<file path="src/design/dtrig_map.svh">
/*
 * Register offsets, field positions and reset values of the debug trigger
 * block. Assumes inclusion by the package and by the design module.
 */
`ifndef DTRIG_MAP_SVH
`define DTRIG_MAP_SVH

// Byte offsets on the register bus.
`define DTRIG_OFF_TRIG_CFG   12'h000
`define DTRIG_OFF_STATUS     12'h004
`define DTRIG_OFF_DEBUG_CTL  12'h008

// Trigger setup fields.
`define DTRIG_CFG_QUAL_BIT   7
`define DTRIG_CFG_BEGIN_BIT  6
`define DTRIG_CFG_WMASK      8'hCF

// Debug control fields.
`define DTRIG_CTL_EN_BIT     7
`define DTRIG_CTL_ARM_BIT    6
`define DTRIG_CTL_BRK_BIT    4

// Status fields.
`define DTRIG_ST_AF_BIT      7
`define DTRIG_ST_BF_BIT      6
`define DTRIG_ST_RUN_ARMED_FLAG_BIT    5

// Trigger modes.
`define DTRIG_MODE_A_ONLY    4'h0
`define DTRIG_MODE_A_OR_B    4'h1
`define DTRIG_MODE_A_THEN_B  4'h2
`define DTRIG_MODE_EV_B      4'h3
`define DTRIG_MODE_A_EV_B    4'h4
`define DTRIG_MODE_A_AND_BD  4'h5
`define DTRIG_MODE_A_NBD     4'h6
`define DTRIG_MODE_INSIDE    4'h7
`define DTRIG_MODE_OUTSIDE   4'h8

// Reset values and FIFO depth.
`define DTRIG_RST_BYTE       8'h00
`define DTRIG_FIFO_DEPTH     8

`endif

</file>
<file path="src/design/dtrig_pkg.sv">
/*
 * Types shared by the debug trigger block. Assumes the constants header.
 */
`include "dtrig_map.svh"
package dtrig_pkg;

  // Per-access comparator inputs.
  typedef struct packed {
    logic        valid;
    logic [15:0] addr;
    logic [7:0]  data;
    logic        exec_a;
    logic        exec_b;
  } dtrig_acc_s;

  typedef enum logic [1:0] {DTRIG_IDLE, DTRIG_RUN} dtrig_run_e;

endpackage : dtrig_pkg

</file>
<file path="src/design/dtrig_core.sv">
/*
 * Trigger selection, run control and status of the debug trace unit, as an
 * APB slave. Assumes comparator values and bus-access samples arrive
 * synchronous to ref_clk, and a FIFO outside accepts store strobes.
 */
`timescale 1ns/1ps
`include "dtrig_map.svh"
module dtrig_core
  import dtrig_pkg::*;
#(
  parameter int DEPTH = `DTRIG_FIFO_DEPTH
) (
  input  wire logic        ref_clk,
  input  wire logic        rst_b,
  input  wire logic        psel,
  input  wire logic        penable,
  input  wire logic        pwrite,
  input  wire logic [11:0] paddr,
  input  wire logic [31:0] pwdata,
  output      logic [31:0] prdata,
  output      logic        pready,
  output      logic        pslverr,
  input  wire logic        secure,
  input  wire logic [15:0] cmp_a,
  input  wire logic [15:0] cmp_b,
  input  wire dtrig_acc_s  acc,
  output      logic        fifo_store,
  output      logic        brk_req,
  output      logic        trig_tag
);

  // The valid count is four bits wide, so the depth must fit in it.
  if (DEPTH < 1 || DEPTH > 15) begin : g_depth_chk
    $error("DEPTH must lie between 1 and 15");
  end

  // ******************************************************************
  // Registers and decode
  // ******************************************************************
  logic [7:0] trigger_config_reg;
  logic [7:0] debug_control_reg;
  logic       match_a_flag;
  logic       match_b_flag;
  logic [3:0] valid_word_count;
  logic       a_seen;
  dtrig_run_e run_state;

  logic access;
  logic wr_cfg;
  logic wr_ctl;
  logic hit;
  logic run_end;
  logic run_start;
  logic trig;
  logic store;
  logic event_only;
  logic begin_trace;
  logic full;
  logic [7:0] next_ctl;
  logic [7:0] status_byte;

  assign access = psel && penable;
  assign wr_cfg = access && pwrite && paddr == `DTRIG_OFF_TRIG_CFG;
  assign wr_ctl = access && pwrite && paddr == `DTRIG_OFF_DEBUG_CTL;
  assign hit    = paddr == `DTRIG_OFF_TRIG_CFG ||
                  paddr == `DTRIG_OFF_STATUS ||
                  paddr == `DTRIG_OFF_DEBUG_CTL;

  // ******************************************************************
  // Trigger decode
  // ******************************************************************
  logic a_raw;
  logic b_raw;
  logic a_m;
  logic b_m;
  logic [3:0] mode;

  assign mode  = trigger_config_reg[3:0];
  // Full modes use the data byte for B; others the address.
  assign a_raw = acc.valid && acc.addr == cmp_a;
  assign b_raw = acc.valid && ((mode == `DTRIG_MODE_A_AND_BD ||
                 mode == `DTRIG_MODE_A_NBD) ?
                 acc.data == cmp_b[7:0] : acc.addr == cmp_b);
  // Tag type waits for the opcode tracking to report execution.
  assign a_m = trigger_config_reg[`DTRIG_CFG_QUAL_BIT] ?
               (a_raw && acc.exec_a) : a_raw;
  assign b_m = trigger_config_reg[`DTRIG_CFG_QUAL_BIT] ?
               (b_raw && acc.exec_b) : b_raw;

  assign event_only  = mode == `DTRIG_MODE_EV_B ||
                       mode == `DTRIG_MODE_A_EV_B;
  assign begin_trace = event_only ||
                       trigger_config_reg[`DTRIG_CFG_BEGIN_BIT];
  assign full = valid_word_count == 4'(DEPTH);

  // Mode decode of the trigger event.
  always_comb begin
    trig = 1'b0;
    unique case (mode)
      `DTRIG_MODE_A_ONLY:   trig = a_m;
      `DTRIG_MODE_A_OR_B:   trig = a_m || b_m;
      `DTRIG_MODE_A_THEN_B: trig = a_seen && b_m;
      `DTRIG_MODE_EV_B:     trig = b_m;
      `DTRIG_MODE_A_EV_B:   trig = a_seen && b_m;
      `DTRIG_MODE_A_AND_BD: trig = a_m && b_m;
      `DTRIG_MODE_A_NBD:    trig = a_m && !b_m;
      `DTRIG_MODE_INSIDE:   trig = acc.valid && acc.addr >= cmp_a &&
                                   acc.addr <= cmp_b;
      `DTRIG_MODE_OUTSIDE:  trig = acc.valid && (acc.addr < cmp_a ||
                                   acc.addr > cmp_b);
      default:              trig = 1'b0;
    endcase
  end

  // Storage: event-only stores per event; begin after trigger; end every valid access.
  logic started;
  assign store = run_state == DTRIG_RUN && !full &&
                 (event_only ? trig :
                  begin_trace ? (started || trig) : acc.valid);
  // Run ends when full in begin trace, or trigger in end trace.
  assign run_end = run_state == DTRIG_RUN &&
                   (begin_trace ? (full || (store &&
                    valid_word_count == 4'(DEPTH - 1))) : trig);
  // Start comes from the write itself, so no loop runs through next_ctl.
  assign run_start = wr_ctl && pwdata[`DTRIG_CTL_ARM_BIT] &&
                     pwdata[`DTRIG_CTL_EN_BIT] &&
                     (debug_control_reg[`DTRIG_CTL_EN_BIT] || !secure);

  // ******************************************************************
  // Register writes
  // ******************************************************************
  // Trigger setup accepts writes only while disarmed; bits 4 and 5 fixed.
  always_ff @(posedge ref_clk or negedge rst_b) begin
    if (!rst_b) begin
      trigger_config_reg <= `DTRIG_RST_BYTE;
    end else if (wr_cfg && !debug_control_reg[`DTRIG_CTL_ARM_BIT]) begin
      trigger_config_reg <= pwdata[7:0] & `DTRIG_CFG_WMASK;
    end
  end

  // Enable is refused while secure; arm cleared when the run ends.
  always_comb begin
    next_ctl = debug_control_reg;
    if (wr_ctl) begin
      next_ctl = pwdata[7:0];
      if (secure && !debug_control_reg[`DTRIG_CTL_EN_BIT]) begin
        next_ctl[`DTRIG_CTL_EN_BIT] = 1'b0;
      end
    end
    if (!next_ctl[`DTRIG_CTL_EN_BIT]) begin
      next_ctl[`DTRIG_CTL_ARM_BIT] = 1'b0;
    end
    if (run_end && !run_start) begin
      next_ctl[`DTRIG_CTL_ARM_BIT] = 1'b0;
    end
  end

  // Control register update.
  always_ff @(posedge ref_clk or negedge rst_b) begin
    if (!rst_b) begin
      debug_control_reg <= `DTRIG_RST_BYTE;
    end else begin
      debug_control_reg <= next_ctl;
    end
  end

  // ******************************************************************
  // Run state, flags and count
  // ******************************************************************
  // Run tracks the arm bit; a fresh arm write restarts it.
  always_ff @(posedge ref_clk or negedge rst_b) begin
    if (!rst_b) begin
      run_state <= DTRIG_IDLE;
    end else if (next_ctl[`DTRIG_CTL_ARM_BIT]) begin
      run_state <= DTRIG_RUN;
    end else begin
      run_state <= DTRIG_IDLE;
    end
  end

  // Sequence memory for A-then-B modes and begin-trace start.
  always_ff @(posedge ref_clk or negedge rst_b) begin
    if (!rst_b) begin
      a_seen  <= 1'b0;
      started <= 1'b0;
    end else if (run_start) begin
      a_seen  <= 1'b0;
      started <= 1'b0;
    end else if (run_state == DTRIG_RUN) begin
      a_seen  <= a_seen || a_m;
      started <= started || trig;
    end
  end

  // Match flags: clear at run start, set on matches while running.
  always_ff @(posedge ref_clk or negedge rst_b) begin
    if (!rst_b) begin
      match_a_flag <= 1'b0;
      match_b_flag <= 1'b0;
    end else if (run_start) begin
      match_a_flag <= 1'b0;
      match_b_flag <= 1'b0;
    end else if (run_state == DTRIG_RUN) begin
      match_a_flag <= match_a_flag || a_m;
      match_b_flag <= match_b_flag || b_m;
    end
  end

  // Count saturates at depth; never decremented by readout.
  always_ff @(posedge ref_clk or negedge rst_b) begin
    if (!rst_b) begin
      valid_word_count <= 4'h0;
    end else if (run_start) begin
      valid_word_count <= 4'h0;
    end else if (store) begin
      valid_word_count <= valid_word_count + 4'h1;
    end
  end

  // FIFO strobe and break request.
  always_ff @(posedge ref_clk or negedge rst_b) begin
    if (!rst_b) begin
      fifo_store <= 1'b0;
      brk_req    <= 1'b0;
      trig_tag   <= 1'b0;
    end else begin
      fifo_store <= store && !run_start;
      brk_req    <= debug_control_reg[`DTRIG_CTL_BRK_BIT] && run_end &&
                    !run_start;
      trig_tag   <= trigger_config_reg[`DTRIG_CFG_QUAL_BIT];
    end
  end

  // ******************************************************************
  // APB read and response
  // ******************************************************************
  assign status_byte = {match_a_flag, match_b_flag,
                        debug_control_reg[`DTRIG_CTL_EN_BIT] &&
                        debug_control_reg[`DTRIG_CTL_ARM_BIT],
                        1'b0, valid_word_count};

  // No wait state: pready is high in the first access-phase cycle.
  always_ff @(posedge ref_clk or negedge rst_b) begin
    if (!rst_b) begin
      pready  <= 1'b0;
      pslverr <= 1'b0;
      prdata  <= 32'h0000_0000;
    end else begin
      pready  <= psel && !penable;
      pslverr <= psel && !penable && !hit;
      if (psel && !penable && !pwrite) begin
        unique case (paddr)
          `DTRIG_OFF_TRIG_CFG:  prdata <= {24'h00_0000,
                                           trigger_config_reg};
          `DTRIG_OFF_STATUS:    prdata <= {24'h00_0000, status_byte};
          `DTRIG_OFF_DEBUG_CTL: prdata <= {24'h00_0000,
                                           debug_control_reg};
          default:              prdata <= 32'h0000_0000;
        endcase
      end
    end
  end
  // Status writes are decoded nowhere, so they have no effect.

  // ******************************************************************
  // Assertions
  // ******************************************************************
  property p_cfg_locked;
    @(posedge ref_clk) disable iff (!rst_b)
    debug_control_reg[`DTRIG_CTL_ARM_BIT] && !wr_ctl |=>
      $stable(trigger_config_reg);
  endproperty
  a_cfg_locked: assert property (p_cfg_locked)
    else $error("trigger setup changed while armed");

  property p_rsv_zero;
    @(posedge ref_clk) disable iff (!rst_b)
    trigger_config_reg[5:4] == 2'b00;
  endproperty
  a_rsv_zero: assert property (p_rsv_zero)
    else $error("reserved setup bits set");

  property p_no_trig;
    @(posedge ref_clk) disable iff (!rst_b)
    mode > `DTRIG_MODE_OUTSIDE |-> !trig;
  endproperty
  a_no_trig: assert property (p_no_trig)
    else $error("trigger in a no-trigger mode");

  property p_af_clear;
    @(posedge ref_clk) disable iff (!rst_b)
    run_start |=> !match_a_flag && !match_b_flag &&
                  valid_word_count == 4'h0;
  endproperty
  a_af_clear: assert property (p_af_clear)
    else $error("flags not cleared at run start");

  property p_bf_set;
    @(posedge ref_clk) disable iff (!rst_b)
    run_state == DTRIG_RUN && b_m && !run_start |=> match_b_flag;
  endproperty
  a_bf_set: assert property (p_bf_set)
    else $error("match B flag not set");

  property p_end_clear;
    @(posedge ref_clk) disable iff (!rst_b)
    run_end && !run_start |=> !debug_control_reg[`DTRIG_CTL_ARM_BIT];
  endproperty
  a_end_clear: assert property (p_end_clear)
    else $error("arm not cleared at run end");

  property p_cnt_max;
    @(posedge ref_clk) disable iff (!rst_b)
    valid_word_count <= 4'(DEPTH);
  endproperty
  a_cnt_max: assert property (p_cnt_max)
    else $error("valid count above depth");

  property p_secure;
    @(posedge ref_clk) disable iff (!rst_b)
    secure && !debug_control_reg[`DTRIG_CTL_EN_BIT] |=>
      !debug_control_reg[`DTRIG_CTL_EN_BIT];
  endproperty
  a_secure: assert property (p_secure)
    else $error("enable set while secure");

  property p_cnt_hold;
    @(posedge ref_clk) disable iff (!rst_b)
    run_state == DTRIG_IDLE && !run_start |=> $stable(valid_word_count);
  endproperty
  a_cnt_hold: assert property (p_cnt_hold)
    else $error("count changed outside a run");

  property p_run_arm;
    @(posedge ref_clk) disable iff (!rst_b)
    run_start |=> debug_control_reg[`DTRIG_CTL_ARM_BIT] &&
                  run_state == DTRIG_RUN;
  endproperty
  a_run_arm: assert property (p_run_arm)
    else $error("arm write did not start a run");

  property p_disarm;
    @(posedge ref_clk) disable iff (!rst_b)
    wr_ctl && !pwdata[`DTRIG_CTL_ARM_BIT] |=> run_state == DTRIG_IDLE;
  endproperty
  a_disarm: assert property (p_disarm)
    else $error("run kept going after disarm write");

  property p_brk_end;
    @(posedge ref_clk) disable iff (!rst_b)
    debug_control_reg[`DTRIG_CTL_BRK_BIT] && run_end && !run_start |=>
      brk_req;
  endproperty
  a_brk_end: assert property (p_brk_end)
    else $error("no break request at run end");

  property p_tag_qual;
    @(posedge ref_clk) disable iff (!rst_b)
    trigger_config_reg[`DTRIG_CFG_QUAL_BIT] && !acc.exec_a |-> !a_m;
  endproperty
  a_tag_qual: assert property (p_tag_qual)
    else $error("tag match without execution");

endmodule : dtrig_core

</file>
<file path="config.mk">
export PLATFORM = sky130hd
export DESIGN_NAME = dtrig_core
export DESIGN_NICKNAME = d
export VERILOG_FILES = /design/src/design/dtrig_pkg.sv /design/src/design/dtrig_core.sv
export VERILOG_INCLUDE_DIRS = /design/src /design/src/design
export SDC_FILE = /design/constraint.sdc
export NUM_CORES = 1
export LEC_CHECK = 0
export BUFFER_PORTS_ARGS = -buffer_cell sky130_fd_sc_hd__buf_2
export CAP_MARGIN = 25
export CORE_ASPECT_RATIO = 0.5
export CORE_MARGIN = 1.5
export CORE_UTILIZATION = 35
export CTS_BUF_LIST = sky130_fd_sc_hd__clkbuf_8
export DETAILED_ROUTE_END_ITERATION = 10
export GPL_ROUTABILITY_DRIVEN = 0
export MAX_ROUTING_LAYER = met4
export PLACE_DENSITY_LB_ADDON = 0.05
export RECOVER_POWER = 100
export SYNTH_ARGS = -nofsm -noshare
export SYNTH_HDL_FRONTEND = slang
export SYNTH_SLANG_ARGS = --single-unit
export TNS_END_PERCENT = 30
</file>
<file path="constraint.sdc">
create_clock -name ref_clk -period 2.39 [get_ports ref_clk]
set_clock_uncertainty 0.1 [all_clocks]
set_input_delay 0.717 -clock ref_clk [delete_from_list [all_inputs] [get_ports ref_clk]]
set_output_delay 0.717 -clock ref_clk [all_outputs]
set_load 0.01 [all_outputs]
</file>
==> summary.md, run 1 <==
| Metric | Value |
|---|---|
| Max-Slew Margin vs Limit | `41.2%` |
| Setup CP Type | `primary input to flop` |
| Detailed Route WL | `7.70 mm` |
| Fmax | `374 MHz` |
| Max-Cap Viols | `0` |
| Cell count after synthesis | `348` |
| Number of diodes | `0` |
| Initial antenna violation count | `0` |
| Layout cells sized above 1 | `36.1%` |
| Worst vdd ir | `0.189 mV` |
| Worst skew pair latency | `280 ps` |
| Initial core utilization | `36.7%` |
| Largest net degree at the start of global routing | `36` |
| Worst EP required | `2500 ps` |
| H-Tree Depth | `2` |
| DR vias/cell | `4.74` |
| Asr flop ratio synth | `100%` |
| Outcome | `finished, violations left` |
| Fin. Hold Viols | `0` |
| First-pass GRT wire length | `12.5 mm` |
| Max Slew Vio Count | `0` |
| Seq/Total Area, Yosys | `29.2%` |
| Post-DP HPWL | `6.39 mm` |
| Total global-route track usage | `17.8%` |
| Synth cell types | `58` |
| CTS Buffer Depth | `2` |
| Post-CTS Hold Fix Bufs | `0` |
| Post-Synthesis Mean Instance Area | `8.63 µm²` |
| Min Tclk post-route | `2670 ps` |
| Die Ht | `68.5 µm` |
| Final TNS setup | `-1860 ps` |
| Failing checks | `setup timing` |
| Num rows | `23` |
| Number of port buffers | `97` |
| Final setup fails | `8` |
| CTS tree | `yes` |
| Unrepaired setup endpoints after global routing | `yes` |
| Final ANT Viol Nets | `0` |
| Clock sinks | `35` |
| Root Buffer Master | `clkbuf_8` |
| CP Launch Type | `primary input` |
| First DRT Iteration DRCs | `71` |
| Arrival @ worst endpoint | `2780 ps` |
| Die Wd | `134 µm` |
| Leakage Power | `2.09 nW` |
| CTS buffer count | `5` |
| Drt pass-1 iters | `4` |
| Crit Path Max Fanout | `5` |
| Vias in the first global route | `2785` |
| Die area | `0.00918 mm²` |
| # DRC | `0` |
| Total placed cells including tap cells | `589` |
| Top_reg_cell synth | `dfrtp_1` |
| Crit end category | `flop` |
| Minimum setup slack among reg-to-reg paths | `80 ps` |
| Core Util, Final | `51.0%` |
| Pwr Density | `378 mW/mm²` |
| Synth Cell Area | `0.00300 mm²` |
| Least-Margin Pin Slew | `882 ps` |
| Final std cells w/o fill | `600` |
| Grt total ovfl | `0` |
| Nets | `630` |
| WL/cell | `12.8 µm` |
| Area delta synth->final | `38.9%` |
| Core Area | `0.00817 mm²` |
| HP Class | `flop to flop` |
| Via count | `2845` |
| Post-synthesis register bit count | `35` |
| Synth warn | `0` |
| Setup ws final | `-283 ps` |
| Final period util | `112%` |
| Number of synthesized flops with an enable pin | `0` |
| Clk pin slew, worst setup/hold paths | `70 ps` |
| IO Pins | `146` |
[final cells by class]
type,count,area [µm²]
Fill cell,813,4000
Clock inverter,3,63.8
Tap cell,112,140
Multi-Input combinational cell,265,2020
Sequential cell,35,876
Inverter,39,161
Timing Repair Buffer,141,842
Clock buffer,5,68.8
[logic make-up after synthesis]
logic type               Yosys count  synth area share, %
AO/OA/AOI/OAI                     62                 13.8
XOR/XNOR                           9                 2.63
adder cells (fa/ha/maj)           34                 14.2
buffers and inverters             71                 12.3
flip-flops                        35                 29.2
multiplexers                      16                 5.54
other                              1                0.125
AND/OR/NAND/NOR                  120                 22.2
[routing by layer]
layer / up-vias / GRT usage, % / share of wire (%)
met4: 0 / 4.76 / 0.69
li1: 1432 / - / -
met2: 104 / 31.2 / 45
met1: 1305 / 22.5 / 49
met5: - / - / 0
met3: 4 / 2.12 / 5.3
[where the power goes]
part           internal (W)  switching, W  total (W)
Combinational      0.000177      0.000178   0.000356
Clock              0.000413      0.000215   0.000628
Sequential         0.000594   0.000000566   0.000594
Total               0.00118      0.000394    0.00158
[layout by cell type, fill, tap and decap left out, drive strengths merged, types with 5 or more instances in the layout]
master / instances
buf: 120
nand2: 46
inv: 40
dfrtp: 35
ha: 34
clkbuf: 26
conb: 24
a21oi: 23
nor2: 15
o21ai: 14
nand4: 13
mux2i: 11
xnor2: 8
nand3: 8
nor2b: 7
nor4: 6
nand2b: 5
mux2: 5
[what timing repair did]
action | in CTS | in global routing
pin swaps | 10 | 13
gates resized for setup | 24 | 7
endpoints found under the setup margin | 8 | 9
setup buffers | 4 | 2
[per-stage QoR]
step                area [µm²]  hold slack [ps]  setup slack, ps  power, W
floorplan                 3190              295             -256  0.000798
global placement          3920              353             -581  0.000927
detailed placement        3920              357             -645  0.000936
CTS                       4170              374             -285   0.00159
global route              4170              401             -391   0.00167
finish                    4170              368             -283   0.00158
[final timing paths]
path,cells past startpoint,end,start
worst max-delay path,11,valid_word_count[1],cmp_a[6]
worst min-delay path,2,prdata[4],prdata[4]
worst max register to register,10,valid_word_count[1],trigger_config_reg[7]
worst min register to register,2,prdata[4],prdata[4]
max in group asynchronous,2,debug_control_reg[2],rst_b
min in group asynchronous,2,pready,rst_b
[Yosys cell counts, types with 2 or more instances]
cell type,count,area (µm²)
a21boi_0,3,22.5
nor3_1,2,10.0
nand2b_1,5,31.3
mux2_2,5,56.3
nand3b_1,3,22.5
nand3_1,8,40.0
xnor2_1,8,70.1
nand2_1,46,173
a21oi_1,23,115
buf_4,25,188
inv_1,39,146
a21o_1,3,22.5
nor2_1,15,56.3
nor2b_1,7,43.8
or2_2,2,12.5
and2_1,3,18.8
and4_1,2,17.5
clkbuf_1,3,11.3
nor4_1,4,25.0
ha_1,34,425
dfrtp_1,35,876
o211ai_1,2,15.0
o21a_1,2,15.0
nand4_1,12,75.1
o21ai_0,14,70.1
mux2i_1,11,110
[critical path, cell delays in order]
cell and delay (ps):
buf_2 130, inv_8 30, ha_4 270, nand4_4 100, or4b_4 540, or3_1 330, o211ai_2 90, nor3_4 70
buf_12 140, a21boi_4 160, mux2i_1 190
Note: power is estimated with default switching activity, not from simulation.
==> run 2: changes to the inputs <==
--- a/config.mk
+++ b/config.mk
@@ -6,15 +6,14 @@
 export SDC_FILE = /design/constraint.sdc
 export NUM_CORES = 1
 export LEC_CHECK = 0
-export BUFFER_PORTS_ARGS = -buffer_cell sky130_fd_sc_hd__buf_2
 export CAP_MARGIN = 25
 export CORE_ASPECT_RATIO = 0.5
 export CORE_MARGIN = 1.5
 export CORE_UTILIZATION = 35
 export CTS_BUF_LIST = sky130_fd_sc_hd__clkbuf_8
 export DETAILED_ROUTE_END_ITERATION = 10
+export DONT_BUFFER_PORTS = 1
 export GPL_ROUTABILITY_DRIVEN = 0
-export MAX_ROUTING_LAYER = met4
 export PLACE_DENSITY_LB_ADDON = 0.05
 export RECOVER_POWER = 100
 export SYNTH_ARGS = -nofsm -noshare
==> summary.md, run 2 (same netlist as run 1, synthesis figures left out) <==
| Metric | Value |
|---|---|
| Detailed Route WL | `7.38 mm` |
| First-pass GRT wire length | `11.8 mm` |
| # DRC | `0` |
| Initial antenna violation count | `0` |
| Hold_ws | `17.9 ps` |
| Final period util | `108%` |
| Root Buffer Master | `clkbuf_8` |
| Reg-to-Reg Start | `trigger_config_reg[7]` |
| Core Area | `0.00817 mm²` |
| Number of diodes | `0` |
| Area delta synth->final | `18.0%` |
| Max Slew Vio Count | `0` |
| Post-DP HPWL | `6.05 mm` |
| IO Pins | `146` |
| Setup CP Type | `primary input to flop` |
| Via count | `2456` |
| First DRT Iteration DRCs | `69` |
| Crit path from | `cmp_a[1]` |
| Die Ht | `68.5 µm` |
| Crit Path Max Fanout | `5` |
| Number of port buffers | `0` |
| Setup ws final | `-201 ps` |
| Total global-route track usage | `16.4%` |
| Fmax | `386 MHz` |
| Worst vdd ir | `0.161 mV` |
| Final ANT Viol Nets | `0` |
| Most frequent cells in the layout | `nand2_1, dfrtp_1, inv_1, buf_4` |
| H-Tree Depth | `2` |
| Final setup fails | `8` |
| Layout cells sized above 1 | `21.8%` |
| Die Wd | `134 µm` |
| Grt total ovfl | `0` |
| Worst skew pair latency | `290 ps` |
| Crit end category | `flop` |
| Final TNS setup | `-1090 ps` |
| Outcome | `finished, violations left` |
| Post-CTS Hold Fix Bufs | `0` |
| Fin. Hold Viols | `0` |
| DR vias/cell | `4.99` |
| HP Class | `primary input to async pin` |
| Vias in the first global route | `2443` |
| Min Tclk post-route | `2590 ps` |
| Failing checks | `setup timing` |
| Minimum setup slack among reg-to-reg paths | `110 ps` |
| Worst EP required | `2500 ps` |
| WL/cell | `15.0 µm` |
| # fillers | `799` |
| Unrepaired setup endpoints after global routing | `yes` |
| Drt pass-1 iters | `5` |
| CP Launch Type | `primary input` |
| CTS buffer count | `5` |
| Core Util, Final | `43.4%` |
| Nets | `523` |
| Max-Cap Viols | `0` |
| Clock sinks | `35` |
| Die area | `0.00918 mm²` |
| Arrival @ worst endpoint | `2700 ps` |
| CTS Buffer Depth | `2` |
| Leakage Power | `1.65 nW` |
| Clk pin slew, worst setup/hold paths | `70 ps` |
| Largest net degree at the start of global routing | `36` |
| Pwr Density | `356 mW/mm²` |
| Initial core utilization | `36.7%` |
| CTS tree | `yes` |
| Num rows | `23` |
| Most common cell after layout, fill and taps aside | `nand2_1` |
==> run 2: path summary, 6_finish.rpt <==
path                                              to  cells after the start
worst min-delay path                       prdata[4]                      0
worst min register to register  debug_control_reg[0]                      2
min in group ref_clk            debug_control_reg[0]                      2
worst max register to register   valid_word_count[1]                     10
max in group asynchronous                  prdata[7]                      0
worst max-delay path             valid_word_count[1]                     10
==> run 2: layer usage <==
layer | part of all wire (%) | vias up | track usage [%]
met1 | 49 | 1126 | 21.9
met5 | 0 | - | 0
met4 | 0.80 | 0 | 4.48
met2 | 44 | 108 | 27.3
li1 | - | 1215 | -
met3 | 6.9 | 7 | 3.73
==> run 2: worst max-delay path, cell delays in order <==
cell and delay, ps:
inv_4 20, ha_4 250, nand4_1 160, or4b_4 540
or3_1 340, o211ai_2 90, nor3_4 70, buf_12 140
a21boi_4 160, mux2i_1 210
==> run 2: report_power, final <==
group / switching (W) / internal (W) / total [W] / leakage [nW]
logic: 0.000116 / 0.000117 / 0.000233 / 1.13
registers: 0.00000171 / 0.000594 / 0.000596 / 0.471
clock network: 0.000206 / 0.000226 / 0.000432 / 0.0470
total: 0.000324 / 0.000937 / 0.00126 / 1.65
==> run 2: area by class of cell <==
| type | count | area, µm² | area share, % |
|---|---|---|---|
| multi-input combinational | 265 | 2020 | 57.1 |
| sequential | 35 | 876 | 24.7 |
| timing repair buffer | 34 | 244 | 6.89 |
| inverter | 39 | 174 | 4.91 |
| tap | 112 | 140 | 3.95 |
| clock buffer | 6 | 82.6 | 2.33 |
| clock inverter | 1 | 5.00 | 0.141 |
==> run 2: per-stage QoR <==
stage               instance area, µm²  total power, W  std cells  setup WS [ps]
finish                            3540         0.00126        492           -201
global route                      3540         0.00134        492           -278
CTS                               3530         0.00127        491           -181
detailed placement                3370        0.000822        484           -555
global placement                  3370        0.000814        484           -512
floorplan                         3190        0.000798        371           -256
==> run 2: repair_timing <==
action,CTS,global route
gates cloned,0,0
buffers inserted,1,2
hold endpoints to repair,0,0
setup endpoints to repair,8,8
gates resized for setup,16,9
pin swaps,4,2
==> run 3: changes to the inputs <==
--- a/config.mk
+++ b/config.mk
@@ -6,6 +6,7 @@
 export SDC_FILE = /design/constraint.sdc
 export NUM_CORES = 1
 export LEC_CHECK = 0
+export ABC_AREA = 1
 export CAP_MARGIN = 25
 export CORE_ASPECT_RATIO = 0.5
 export CORE_MARGIN = 1.5
==> summary.md, run 3 <==
| Metric | Value |
|---|---|
| Die Wd | `135 µm` |
| Post-Synthesis Mean Instance Area | `7.12 µm²` |
| Drt pass-1 iters | `4` |
| Arrival @ worst endpoint | `2310 ps` |
| Synth cell types | `40` |
| Final ANT Viol Nets | `0` |
| Crit Path Max Fanout | `4` |
| Most frequent cells in the layout | `nand2_1, inv_1, dfrtp_1, nor2_1, o21ai_0` |
| Post-DP HPWL | `6.29 mm` |
| Max-Cap Viols | `0` |
| Die area | `0.00933 mm²` |
| Worst vdd ir | `0.232 mV` |
| Synth warn | `0` |
| Num rows | `23` |
| First-pass GRT wire length | `11.8 mm` |
| Top cell type's share of synthesized area | `28.7%` |
| Path depth of the worst reg2reg path | `13` |
| CTS Buffer Depth | `2` |
| Number of synthesized flops with an enable pin | `0` |
| Minimum setup slack among reg-to-reg paths | `330 ps` |
| Clk pin slew, worst setup/hold paths | `70 ps` |
| CP max stage cell | `ha_1` |
| Nets | `590` |
| Worst skew pair latency | `280 ps` |
| Worst EP required | `2470 ps` |
| Layout cells sized above 1 | `17.0%` |
| Max Slew Vio Count | `0` |
| Core Area | `0.00823 mm²` |
| Top cells by area, synth | `dfrtp_1, ha_1, nand2_1` |
| Initial antenna violation count | `0` |
| Crit end category | `flop` |
| WP buf/inv | `2` |
| CP Launch Type | `primary input` |
| Pwr Density | `392 mW/mm²` |
| Via count | `2639` |
| Leakage Power | `1.75 nW` |
| Final setup fails | `0` |
| Core Util, Final | `42.4%` |
| Setup CP Type | `primary input to flop` |
| Cell count after synthesis | `429` |
| # DRC | `0` |
| Area delta synth->final | `14.3%` |
| Clock sinks | `35` |
| Reg-to-Reg Start | `trigger_config_reg[1]` |
| Seq/Total Area, Yosys | `28.7%` |
| Least-Margin Pin Slew | `510 ps` |
| R2R Path End | `valid_word_count[2]` |
| Final std cells w/o fill | `560` |
| Synth Cell Area | `0.00306 mm²` |
| HP Class | `primary input to async pin` |
| Detailed Route WL | `7.34 mm` |
| Fin. Hold Viols | `0` |
| Most common cell in the synthesized netlist | `nand2_1` |
| Critical-path cell list | `inv_1, ha_1, nand2_1, nor2_2, nand2_2, nor2_4, nor2_2, nor2_4, nand3_1, nand3_1, nand2_1, nor2_2, nand3_4, buf_4, nand4_1, nand2_1` |
| H-Tree Depth | `2` |
| Cell taking the most area after synthesis | `dfrtp_1` |
| Vias in the first global route | `2574` |
| Unrepaired setup endpoints after global routing | `no` |
| Final period util | `93.7%` |
| Root Buffer Master | `clkbuf_8` |
| Register area | `876 µm²` |
| # fillers | `887` |
| WL/cell | `13.1 µm` |
| Outcome | `finished, final reports clean` |
| Area of the multi-input gates | `0.00194 mm²` |
| Initial core utilization | `37.1%` |
| Total placed cells including tap cells | `550` |
| Top_reg_cell synth | `dfrtp_1` |
| Number of diodes | `0` |
| DR vias/cell | `4.71` |
| Min Tclk post-route | `2240 ps` |
| Post-synth top cells | `nand2_1, inv_1, nor2_1, dfrtp_1, ha_1` |
| Largest net degree at the start of global routing | `36` |
| CTS tree | `yes` |
| Fmax | `447 MHz` |
| Total global-route track usage | `15.7%` |
| Most common cell after layout, fill and taps aside | `nand2_1` |
| Number of port buffers | `0` |
| PnR Total Power | `0.00137 W` |
| Grt total ovfl | `0` |
| Asr flop ratio synth | `100%` |
| Top cell family by delay on the critical path | `simple AND/OR/NAND/NOR gates` |
| CTS buffer count | `5` |
| Max-Slew Margin vs Limit | `65.7%` |
| First DRT Iteration DRCs | `83` |
| Slowest Stage Delay on Critical Path | `260 ps` |
| IO Pins | `146` |
| Post-synthesis register bit count | `35` |
| Die Ht | `69.1 µm` |
[run 3: cell count changes after synthesis, moves of 5 or more]
cell / before / now
nand2_1: 46 / 100
nor2b_1: 7 / 0
nor2_1: 15 / 41
nand3_1: 8 / 15
o21ai_0: 14 / 25
nand2b_1: 5 / 0
inv_1: 39 / 76
mux2_2: 5 / 0
mux2i_1: 11 / 0
nand4_1: 12 / 2
[run 3: area by class of cell]
| cell class | count | share of cell area [%] |
|---|---|---|
| Clock buffer | 6 | 2.36 |
| Clock inverter | 2 | 1.00 |
| Inverter | 79 | 9.17 |
| Multi-Input combinational cell | 311 | 55.6 |
| Sequential cell | 35 | 25.1 |
| Tap cell | 112 | 4.01 |
| Timing Repair Buffer | 15 | 2.72 |
[run 3: cells by family (layout without fill, tap and decap cells)]
family                   count (synthesis)  after routing  synth area share, %
flip-flops                              35             35                 28.7
AO/OA/AOI/OAI                           63             63                 11.7
adder cells (fa/ha/maj)                 34             34                 13.9
buffers and inverters                  106            102                 16.1
AND/OR/NAND/NOR                        181            181                 26.9
XOR/XNOR                                 9              9                 2.58
other                                    1             24                0.123
[run 3: report_power, final]
part	total [W]	internal, W	leakage (nW)	switching [W]
clock network	0.000552	0.000338	0.0612	0.000214
registers	0.000597	0.000594	0.461	0.00000225
logic	0.000219	0.0000942	1.23	0.000125
[run 3: per-layer routing]
layer	up-vias	track usage (%)	wire, µm	part of all wire, %
met5	-	0	0	0
met4	0	2.63	65	0.89
met3	7	3.97	560	7.6
li1	1343	-	-	-
met1	1187	20.6	3560	49
met2	102	26.3	3150	43
[run 3: how the worst max path moves through the flow]
stage | slack [ps] | cells after the start | to | startpoint
6_report | 150 | 16 | valid_word_count[2] | cmp_b[10]
5_1_grt | 0.7 | 11 | match_b_flag | paddr[9]
4_1_cts | 40 | 16 | brk_req | cmp_a[13]
3_5_place_dp | -300 | 16 | brk_req | cmp_a[13]
3_3_place_gp | -260 | 16 | brk_req | cmp_a[15]
2_1_floorplan | -8 | 17 | valid_word_count[1] | cmp_b[5]
[run 3: worst register-to-register path, cell delays in order, from the launching register on]
cell	delay, ps
dfrtp_1	460
nand2_1	160
clkinv_1	110
nor3_4	170
nand2_1	130
nand2_2	90
nand2_1	50
nand3_1	70
nand2_1	60
nor2_2	140
nand3_4	130
buf_4	150
nand4_1	60
nand2_1	60
[run 3: per-stage QoR]
step	hold WS [ps]	worst slack [ps]	TNS, ps	cell area (µm²)
2_1_floorplan	274	-7.67	-7.84	3310
3_3_place_gp	312	-263	-1410	3350
3_5_place_dp	302	-302	-1620	3350
4_1_cts	15.5	41.6	0	3470
5_1_grt	4.07	0.711	0	3490
6_report	22.3	152	0	3490
[run 3: timing repair]
item                                   CTS  global route
endpoints found under the hold margin    0             0
hold buffers                             0             0
setup buffers                            0             2
pin swaps                                0            13
setup endpoints to repair                1             6
resized for setup                        1            16
cloned                                   0             0
